--- config.mk ---
export PLATFORM = sky130hd
export DESIGN_NAME = sofc_fetch_control
export DESIGN_NICKNAME = d
export VERILOG_FILES = /design/src/include/sofc_pkg.sv /design/src/hw/sofc_rx_format.sv /design/src/hw/sofc_fetch_control.sv
export SDC_FILE = /design/constraint.sdc
export NUM_CORES = 1
export LEC_CHECK = 0
export BUFFER_PORTS_ARGS = -buffer_cell sky130_fd_sc_hd__buf_2
export CAP_MARGIN = 5
export CELL_PAD_IN_SITES_DETAIL_PLACEMENT = 2
export CELL_PAD_IN_SITES_GLOBAL_PLACEMENT = 2
export CORE_MARGIN = 5
export CORE_UTILIZATION = 34
export CTS_BUF_LIST = sky130_fd_sc_hd__clkbuf_8
export CTS_CLUSTER_DIAMETER = 200
export DETAILED_ROUTE_END_ITERATION = 6
export PLACE_DENSITY_LB_ADDON = 0.1
export SLEW_MARGIN = 5
export SYNTH_ARGS = -nofsm -noshare
export SYNTH_HDL_FRONTEND = slang
export SYNTH_HIERARCHICAL = 1
export SYNTH_SLANG_ARGS = --single-unit
--- constraint.sdc ---
create_clock -name pclk -period 2.05 [get_ports pclk]
set_input_delay 0.1025 -clock pclk [delete_from_list [all_inputs] [get_ports pclk]]
set_output_delay 0.1025 -clock pclk [all_outputs]
set_load 0.005 [all_outputs]
--- src/include/sofc_pkg.sv ---
package sofc_pkg;

	// ==========================================================
	// Register map (byte addresses on APB)
	localparam logic [7:0]  ADDR_FETCH_CTL  = 8'h44;
	localparam logic [7:0]  ADDR_MGMT_AGT   = 8'h48;
	localparam logic [7:0]  ADDR_CMD_AGT    = 8'h4C;
	localparam logic [7:0]  ADDR_AGT_CTL    = 8'h50;

	// ==========================================================
	// Reset values
	localparam logic [31:0] FETCH_CTL_RST   = 32'h10080F00;
	localparam logic [31:0] MGMT_AGT_RST    = 32'h00004000;
	localparam logic [31:0] CMD_AGT_RST     = 32'h00000000;
	// Reserved bit 2 (word bit 29) reads zero and ignores writes
	localparam logic [31:0] FETCH_CTL_WMASK = 32'hDFFFFFFF;

	// ==========================================================
	// Field positions: bit 0 of the register is word bit 31
	localparam int MGMT_VALID_POS  = 31;
	localparam int MGMT_BUSY_POS   = 30;
	localparam int MGMT_SHORT_POS  = 28;
	localparam int MGMT_PRI_HI     = 27;
	localparam int MGMT_PRI_LO     = 24;
	localparam int CMD_LEN_HI      = 23;
	localparam int CMD_LEN_LO      = 16;
	localparam int CMD_VALID0_POS  = 15;
	localparam int AGT_SEL_HI      = 17;
	localparam int AGT_SEL_LO      = 16;
	localparam int NUM_AGENTS      = 4;

	// ==========================================================
	// Counts
	localparam logic [7:0]  MGMT_ORB_QUADS  = 8'h08;
	localparam logic [1:0]  SHORT_HDR_QUADS = 2'h3;

	// ==========================================================
	// Enumerations
	typedef enum logic [1:0] {
		TGT_MGMT    = 2'b00,
		TGT_ORB_PTR = 2'b01,
		TGT_OTHER   = 2'b10
	} sofc_target_t;

	typedef enum logic [3:0] {
		ACK_COMPLETE   = 4'h1,
		ACK_PENDING    = 4'h2,
		ACK_BUSY_X     = 4'h4,
		ACK_ADDR_ERROR = 4'h7
	} sofc_ack_t;

	// ==========================================================
	// State records
	typedef struct packed {
		logic [31:0] fetch_ctl;
		logic [31:0] mgmt_agt;
		logic [31:0] cmd_agt;
		logic [3:0]  assigned;
		logic [63:0] node_ids;
		logic        pready;
		logic        pslverr;
		logic [31:0] prdata;
		logic        resp_valid;
		logic [3:0]  resp_code;
		logic        fetch_valid;
		logic        fetch_cmd;
		logic [1:0]  fetch_agent;
		logic [3:0]  fetch_priority;
		logic [7:0]  fetch_length;
	} sofc_state_t;

	localparam sofc_state_t STATE_RST = '{
		fetch_ctl: FETCH_CTL_RST,
		mgmt_agt:  MGMT_AGT_RST,
		cmd_agt:   CMD_AGT_RST,
		resp_code: ACK_COMPLETE,
		default:   '0
	};

	typedef struct packed {
		logic [1:0]  cnt;
		logic        mgmt_wr;
		logic        cmd_wr;
		logic [31:0] data;
	} sofc_rx_state_t;

endpackage

--- src/hw/sofc_rx_format.sv ---
`timescale 1ns/1ps
module sofc_rx_format import sofc_pkg::*; (
	// Clock and reset
	input  wire logic        pclk,
	input  wire logic        presetn,
	// Fetched quadlet stream
	input  wire logic        rx_valid,
	input  wire logic        rx_first,
	input  wire logic        rx_mgmt,
	input  wire logic [31:0] rx_data,
	input  wire logic        short_en,
	// Receive FIFO writes
	output logic             mgmt_wr,
	output logic             cmd_wr,
	output logic [31:0]      wr_data
);

	// ==========================================================
	// State
	sofc_rx_state_t st_r;
	sofc_rx_state_t st_nxt;
	logic [1:0]     idx;
	logic           drop;

	always_comb begin
		st_nxt         = st_r;
		idx            = rx_first ? 2'h0 : st_r.cnt;
		// Short format strips the leading header quadlets of the packet
		drop           = rx_mgmt && short_en && (idx < SHORT_HDR_QUADS);
		st_nxt.mgmt_wr = rx_valid && rx_mgmt && !drop;
		st_nxt.cmd_wr  = rx_valid && !rx_mgmt;
		if (rx_valid) begin
			st_nxt.data = rx_data;
			// Saturates: only the header window needs counting
			st_nxt.cnt  = (idx == SHORT_HDR_QUADS) ? idx : idx + 2'h1;
		end
	end

	always_ff @(posedge pclk or negedge presetn) begin
		if (!presetn) begin
			st_r <= '0;
		end else begin
			st_r <= st_nxt;
		end
	end

	assign mgmt_wr = st_r.mgmt_wr;
	assign cmd_wr  = st_r.cmd_wr;
	assign wr_data = st_r.data;
endmodule // sofc_rx_format

--- src/hw/sofc_fetch_control.sv ---
`timescale 1ns/1ps
// How it works
// - Reset to 1008_0F00h; bus reset keeps it
// - Management valid bit qualifies management agent register
// - Valid management block write starts ORB fetch
// - Management valid clear blocks management fetches
// - Busy management agent answers block writes with ack_busy_x
// - Short format strips header into management FIFO
// - Without short format store as is; survives
// - Management fetch request carries management priority
// - Command ORB length field sets fetch quadlets
// - Agent 0 valid bit qualifies command agent
// - Agent needs node ID assigned via 50h
// - ORB pointer block write fetches command ORB
// - Unassigned agent rejects every request
// - Agent valid clear makes agent offset invalid
// - Agents 1 to 3 alike, own bits
module sofc_fetch_control import sofc_pkg::*; (
	// Clock and reset
	input  wire logic          pclk,
	input  wire logic          presetn,
	// APB register port
	input  wire logic          psel,
	input  wire logic          penable,
	input  wire logic          pwrite,
	input  wire logic [7:0]    paddr,
	input  wire logic [31:0]   pwdata,
	output logic [31:0]        prdata,
	output logic               pready,
	output logic               pslverr,
	// Serial bus state
	input  wire logic          bus_reset,
	// Remote requests to the agents
	input  wire logic          req_valid,
	input  wire logic          req_block_write,
	input  wire sofc_target_t  req_target,
	input  wire logic [1:0]    req_agent,
	input  wire logic [15:0]   req_src_id,
	// Acknowledge back to the link
	output logic               resp_valid,
	output logic [3:0]         resp_code,
	// ORB fetch read requests
	output logic               fetch_valid,
	output logic               fetch_cmd,
	output logic [1:0]         fetch_agent,
	output logic [3:0]         fetch_priority,
	output logic [7:0]         fetch_length,
	// Fetched ORB quadlets
	input  wire logic          rx_valid,
	input  wire logic          rx_first,
	input  wire logic          rx_mgmt,
	input  wire logic [31:0]   rx_data,
	// Receive FIFO writes
	output logic               mgmt_rx_fifo_wr,
	output logic               cmd_rx_fifo_wr,
	output logic [31:0]        rx_fifo_data
);

	// ==========================================================
	// State and decode
	sofc_state_t st_r;
	sofc_state_t st_nxt;

	logic            apb_setup;
	logic            apb_wr;
	logic            mgmt_valid;
	logic            mgmt_busy;
	logic [3:0]      agent_ok;
	logic [3:0]      agent_valid;
	logic            mgmt_req;
	logic            cmd_req;

	assign apb_setup  = psel && !penable;
	// Writes land only at the edge the master sees pready
	assign apb_wr     = psel && penable && pwrite && st_r.pready;
	assign mgmt_valid = st_r.fetch_ctl[MGMT_VALID_POS];
	assign mgmt_busy  = st_r.fetch_ctl[MGMT_BUSY_POS];
	assign mgmt_req   = req_valid && req_target == TGT_MGMT;
	assign cmd_req    = req_valid && req_target != TGT_MGMT;

	// ==========================================================
	// Per-agent qualification
	for (genvar g = 0; g < NUM_AGENTS; g++) begin : g_agent
		assign agent_valid[g] = st_r.fetch_ctl[CMD_VALID0_POS - g];
		// Valid offset, assigned node ID and a matching source
		assign agent_ok[g]    = agent_valid[g] && st_r.assigned[g]
			&& req_src_id == st_r.node_ids[g*16 +: 16];
	end

	// ==========================================================
	// Next state
	always_comb begin
		st_nxt             = st_r;
		st_nxt.resp_valid  = 1'b0;
		st_nxt.fetch_valid = 1'b0;

		// APB: one wait-free access phase after each setup
		st_nxt.pready  = apb_setup;
		if (apb_setup) begin
			st_nxt.pslverr = 1'b0;
			case (paddr)
				ADDR_FETCH_CTL: st_nxt.prdata = st_r.fetch_ctl;
				ADDR_MGMT_AGT:  st_nxt.prdata = st_r.mgmt_agt;
				ADDR_CMD_AGT:   st_nxt.prdata = st_r.cmd_agt;
				ADDR_AGT_CTL:   st_nxt.prdata = {28'h0000000, st_r.assigned};
				default: begin
					st_nxt.prdata  = 32'h00000000;
					st_nxt.pslverr = 1'b1;
				end
			endcase
		end
		if (apb_wr) begin
			case (paddr)
				ADDR_FETCH_CTL: st_nxt.fetch_ctl = pwdata & FETCH_CTL_WMASK;
				ADDR_MGMT_AGT:  st_nxt.mgmt_agt  = pwdata;
				ADDR_CMD_AGT:   st_nxt.cmd_agt   = pwdata;
				ADDR_AGT_CTL: begin
					st_nxt.assigned[pwdata[AGT_SEL_HI:AGT_SEL_LO]] = 1'b1;
					st_nxt.node_ids[pwdata[AGT_SEL_HI:AGT_SEL_LO]*16 +: 16] =
						pwdata[15:0];
				end
				default: st_nxt.prdata = st_r.prdata;
			endcase
		end

		// Node IDs are renumbered on a bus reset; the control word is not
		if (bus_reset) begin
			st_nxt.assigned = 4'h0;
		end

		// Management agent requests
		if (mgmt_req) begin
			st_nxt.resp_valid = 1'b1;
			if (!mgmt_valid) begin
				st_nxt.resp_code = ACK_ADDR_ERROR;
			end else if (!req_block_write) begin
				st_nxt.resp_code = ACK_COMPLETE;
			end else if (mgmt_busy) begin
				st_nxt.resp_code = ACK_BUSY_X;
			end else begin
				st_nxt.resp_code      = ACK_COMPLETE;
				st_nxt.fetch_valid    = 1'b1;
				st_nxt.fetch_cmd      = 1'b0;
				st_nxt.fetch_agent    = 2'h0;
				st_nxt.fetch_priority = st_r.fetch_ctl[MGMT_PRI_HI:MGMT_PRI_LO];
				st_nxt.fetch_length   = MGMT_ORB_QUADS;
				// Busy is set by the accept and wins over a host clear
				st_nxt.fetch_ctl[MGMT_BUSY_POS] = 1'b1;
			end
		end

		// Command block agent requests
		if (cmd_req) begin
			st_nxt.resp_valid = 1'b1;
			if (!agent_ok[req_agent]) begin
				st_nxt.resp_code = ACK_ADDR_ERROR;
			end else begin
				st_nxt.resp_code = ACK_COMPLETE;
				if (req_block_write && req_target == TGT_ORB_PTR) begin
					st_nxt.fetch_valid    = 1'b1;
					st_nxt.fetch_cmd      = 1'b1;
					st_nxt.fetch_agent    = req_agent;
					st_nxt.fetch_priority = 4'h0;
					st_nxt.fetch_length   = st_r.fetch_ctl[CMD_LEN_HI:CMD_LEN_LO];
				end
			end
		end
	end

	always_ff @(posedge pclk or negedge presetn) begin
		if (!presetn) begin
			st_r <= STATE_RST;
		end else begin
			st_r <= st_nxt;
		end
	end

	// ==========================================================
	// Receive path
	sofc_rx_format u_rx_format (
		.pclk     (pclk),
		.presetn  (presetn),
		.rx_valid (rx_valid),
		.rx_first (rx_first),
		.rx_mgmt  (rx_mgmt),
		.rx_data  (rx_data),
		.short_en (st_r.fetch_ctl[MGMT_SHORT_POS]),
		.mgmt_wr  (mgmt_rx_fifo_wr),
		.cmd_wr   (cmd_rx_fifo_wr),
		.wr_data  (rx_fifo_data)
	);

	// ==========================================================
	// Outputs
	assign prdata         = st_r.prdata;
	assign pready         = st_r.pready;
	assign pslverr        = st_r.pslverr;
	assign resp_valid     = st_r.resp_valid;
	assign resp_code      = st_r.resp_code;
	assign fetch_valid    = st_r.fetch_valid;
	assign fetch_cmd      = st_r.fetch_cmd;
	assign fetch_agent    = st_r.fetch_agent;
	assign fetch_priority = st_r.fetch_priority;
	assign fetch_length   = st_r.fetch_length;
endmodule // sofc_fetch_control

==> reports/metrics.yaml <==
outcome:
  outcome: "finished with violations"
  violations: "setup timing"
synthesis:
  syn-cell-area_mm2: 0.0118
  yosysMostFrequentCell: "dfrtp_1"
  yosysSeqAreaShare: 0.538
  synth_ff_type: "dfrtp_1"
  yosysTopAreaCellShare: 0.520
  synth_area_leaders: "dfrtp_1 52%, mux2_2 12%, nand2_1 6.4%"
  synth-seq-cells: 253
  synth_nets: 1169
  ys_warn_count: 6
  synth_top_cells_by_count: "245 x dfrtp_1, 200 x nand2_1, 122 x mux2_2"
  synthCells: 1058
  avgSynthCellArea_um2: 11.1
  synthArstFlopShare: 1.00
  ys_types: 48
  synth-edff-count: 0
  synth_top_cell_by_area: "dfrtp_1"
cells_and_area:
  area_growth_pct: 28.4
  n_antenna_cell: 0
  final_nets: 1431
  drive_gt1_frac: 0.368
  final_cell_area_mm2: 0.0151
  layout.area.seq_mm2: 0.00634
  multi_input_area_mm2: 0.00460
  fin_cells: 1815
  fill_cells: 3621
timing:
  timing_hold_violations_final: 0
  worst_pin_slew_ns: 0.692
  skew_ns: 0.0199
  period_share: 1.08
  clock.fmax_ghz: 0.451
  rsz0062_at_grt: "yes"
  slew_headroom: 0.539
  maxSlewViolCount: 0
  setup_viol: 16
  finalCriticalPeriod_ns: 2.22
  layout_setup_ws_ns: -0.166
worst_setup_path:
  cp_cell_sequence: "xor2_1, nor4_1, nand4_1, o41ai_2, a41oi_2, nor3_4, buf_6, mux2_4"
  worst_path_max_delay_cell: "dfrtp_1"
  cp-end-kind: "flop"
  arrival_ns: 2.66
  crit_required_ns: 2.49
  path_max_fanout: 4
  slowest_delay_ns: 0.40
  start_kind: "flop"
  criticalPathCategory: "flop to flop"
global_routing:
  grt_pass1_vias: 10026
  grt_pass1_wl_um: 59900
  antenna_found_initial: 0
  track_usage: 0.199
  grt-ovfl-total: 0
  grt_max_degree: 60
clock_tree:
  cts_sinks: 253
  cts-root-buf: "clkbuf_8"
  clk_path_buf_depth: 3
  htree_levels: 2
  clk_pin_slew_ns: 0.06
  cts_tree: "yes"
  cts_buffers: 48
  clk_latency_ns: 0.57
floorplanning:
  row_count: 68
  start_util: 0.343
  die_area_mm2: 0.0385
  die_w_um: 196
  core_mm2: 0.0344
  die_y_um: 196
  io_pins: 192
place:
  dp_hpwl_um: 26200
  gp_congestion: 0.749
  port_buffers: 190
  place_area_mm2: 0.0132
  dp.cells: 1639
drt:
  vias: 8783
  detail-route-antenna-nets: 0
  drc_errors: 0
  drt_iter0_drc: 239
  wirelength_um: 38400
  wl_per_cell_um: 21.2
  drt_pass1_iterations: 4
  viasPerCell: 4.84
power:
  ir_drop_uv: 426
  pwr_density_cell_mw_per_mm2: 755
  p_leak_uw: 0.00728
min_path:
  min_path_type: "primary input to flop"
job:
  maxCapViolCount: 0
[per-stage QoR]
step                utilization  setup TNS, ns  setup WS (ns)  total power [uW]  hold WS (ns)
floorplan                     -              0         0.0740              5770        -0.193
global placement          0.383          -3.71         -0.272              6250        0.0928
detailed placement        0.383          -4.52         -0.339              6270        0.0917
CTS                       0.439          -1.60         -0.151             11700      0.000285
global route              0.440          -4.10         -0.313             12000        0.0448
finish                    0.440          -1.73         -0.166             11400        0.0565
[critical path, delay by kind of cell, from the launching register on]
family	cells	cell delay, ns
AND/OR/NAND/NOR	3	0.70
flip-flops	1	0.40
AO/OA/AOI/OAI	2	0.40
multiplexers	1	0.30
XOR/XNOR	1	0.15
buffers and inverters	1	0.15
[cell usage in the layout, fill, tap and decap left out, drive strengths merged, types with 5 or more instances in the layout]
master,n
buf,266
dfrtp,245
nand2,200
mux2,136
o21ai,111
dlygate4sd3,82
clkbuf,64
xnor2,49
inv,31
a22oi,28
nor2,17
xor2,16
nand4,13
mux2i,13
a21oi,12
ha,8
dfstp,8
clkinv,7
nor4,7
a21o,5
[routing by layer]
layer | share of wire | vias up | routed length, um | GRT usage
met5 | 0 | - | 0 | 0
met4 | 0.018 | 0 | 692 | 0.0465
met3 | 0.034 | 48 | 1310 | 0.0331
met2 | 0.50 | 140 | 19100 | 0.338
met1 | 0.45 | 4546 | 17300 | 0.267
li1 | - | 4049 | - | -
[power breakdown]
group          internal, uW  switching, uW  total, uW  leakage [uW]
Combinational           511            593       1100       0.00335
Clock                  2920           2220       5130      0.000587
Sequential             5130           71.5       5200       0.00335
[cell type report]
type | count | share of cell area
multi-input cells | 654 | 0.304
repair buffers | 348 | 0.169
flip-flops and latches | 253 | 0.419
inverters | 15 | 0.00372
clock buffers | 64 | 0.0582
well taps | 455 | 0.0376
clock inverters | 26 | 0.00926
[cell families after synthesis]
family | after synthesis | share of synthesized area
muxes | 149 | 0.145
xor gates and xnor gates | 65 | 0.0483
DFF | 253 | 0.538
buffers and inverters | 151 | 0.0788
other | 1 | 0.000318
adders and majority gates | 8 | 0.00849
and+or+nand+nor | 262 | 0.0955
AOI/OAI and AO/OA | 169 | 0.0852
[sequential cells by signal, indices dropped and copies added (netlist names), 2 cells and up]
name,count
prdata,32
st_r,157
resp_code,3
fetch_agent,2
fetch_priority,4
u_rx_format/wr_data,32
agent_valid,4
fetch_length,8
u_rx_format/st_r,2
[final timing paths]
check	slack, ns	cells past startpoint	start	end
worst max-delay path	-0.17	8	st_r[87]$_DFFE_PN0P_	fetch_length[3]$_DFF_PN0_
worst min-delay path	0.06	4	req_target[0]	resp_code[1]$_DFFE_PN0P_
worst max register to register	-0.17	8	st_r[87]$_DFFE_PN0P_	fetch_length[3]$_DFF_PN0_
worst min register to register	0.47	1	prdata[0]$_DFFE_PN0P_	prdata[0]$_DFFE_PN0P_
max in group asynchronous	1.26	3	presetn	st_r[197]$_DFFE_PN1P_
min in group asynchronous	0.07	2	presetn	st_r[89]$_DFFE_PN0P_
[timing repair]
item,in CTS,in global routing
setup endpoints to repair,18,32
resized for setup,11,5
hold buffers,82,0
pin swaps,0,3
buffers inserted,2,1
cloned,1,0
hold endpoints to repair,437,0
No activity file was read; power rests on OpenSTA's default activity.
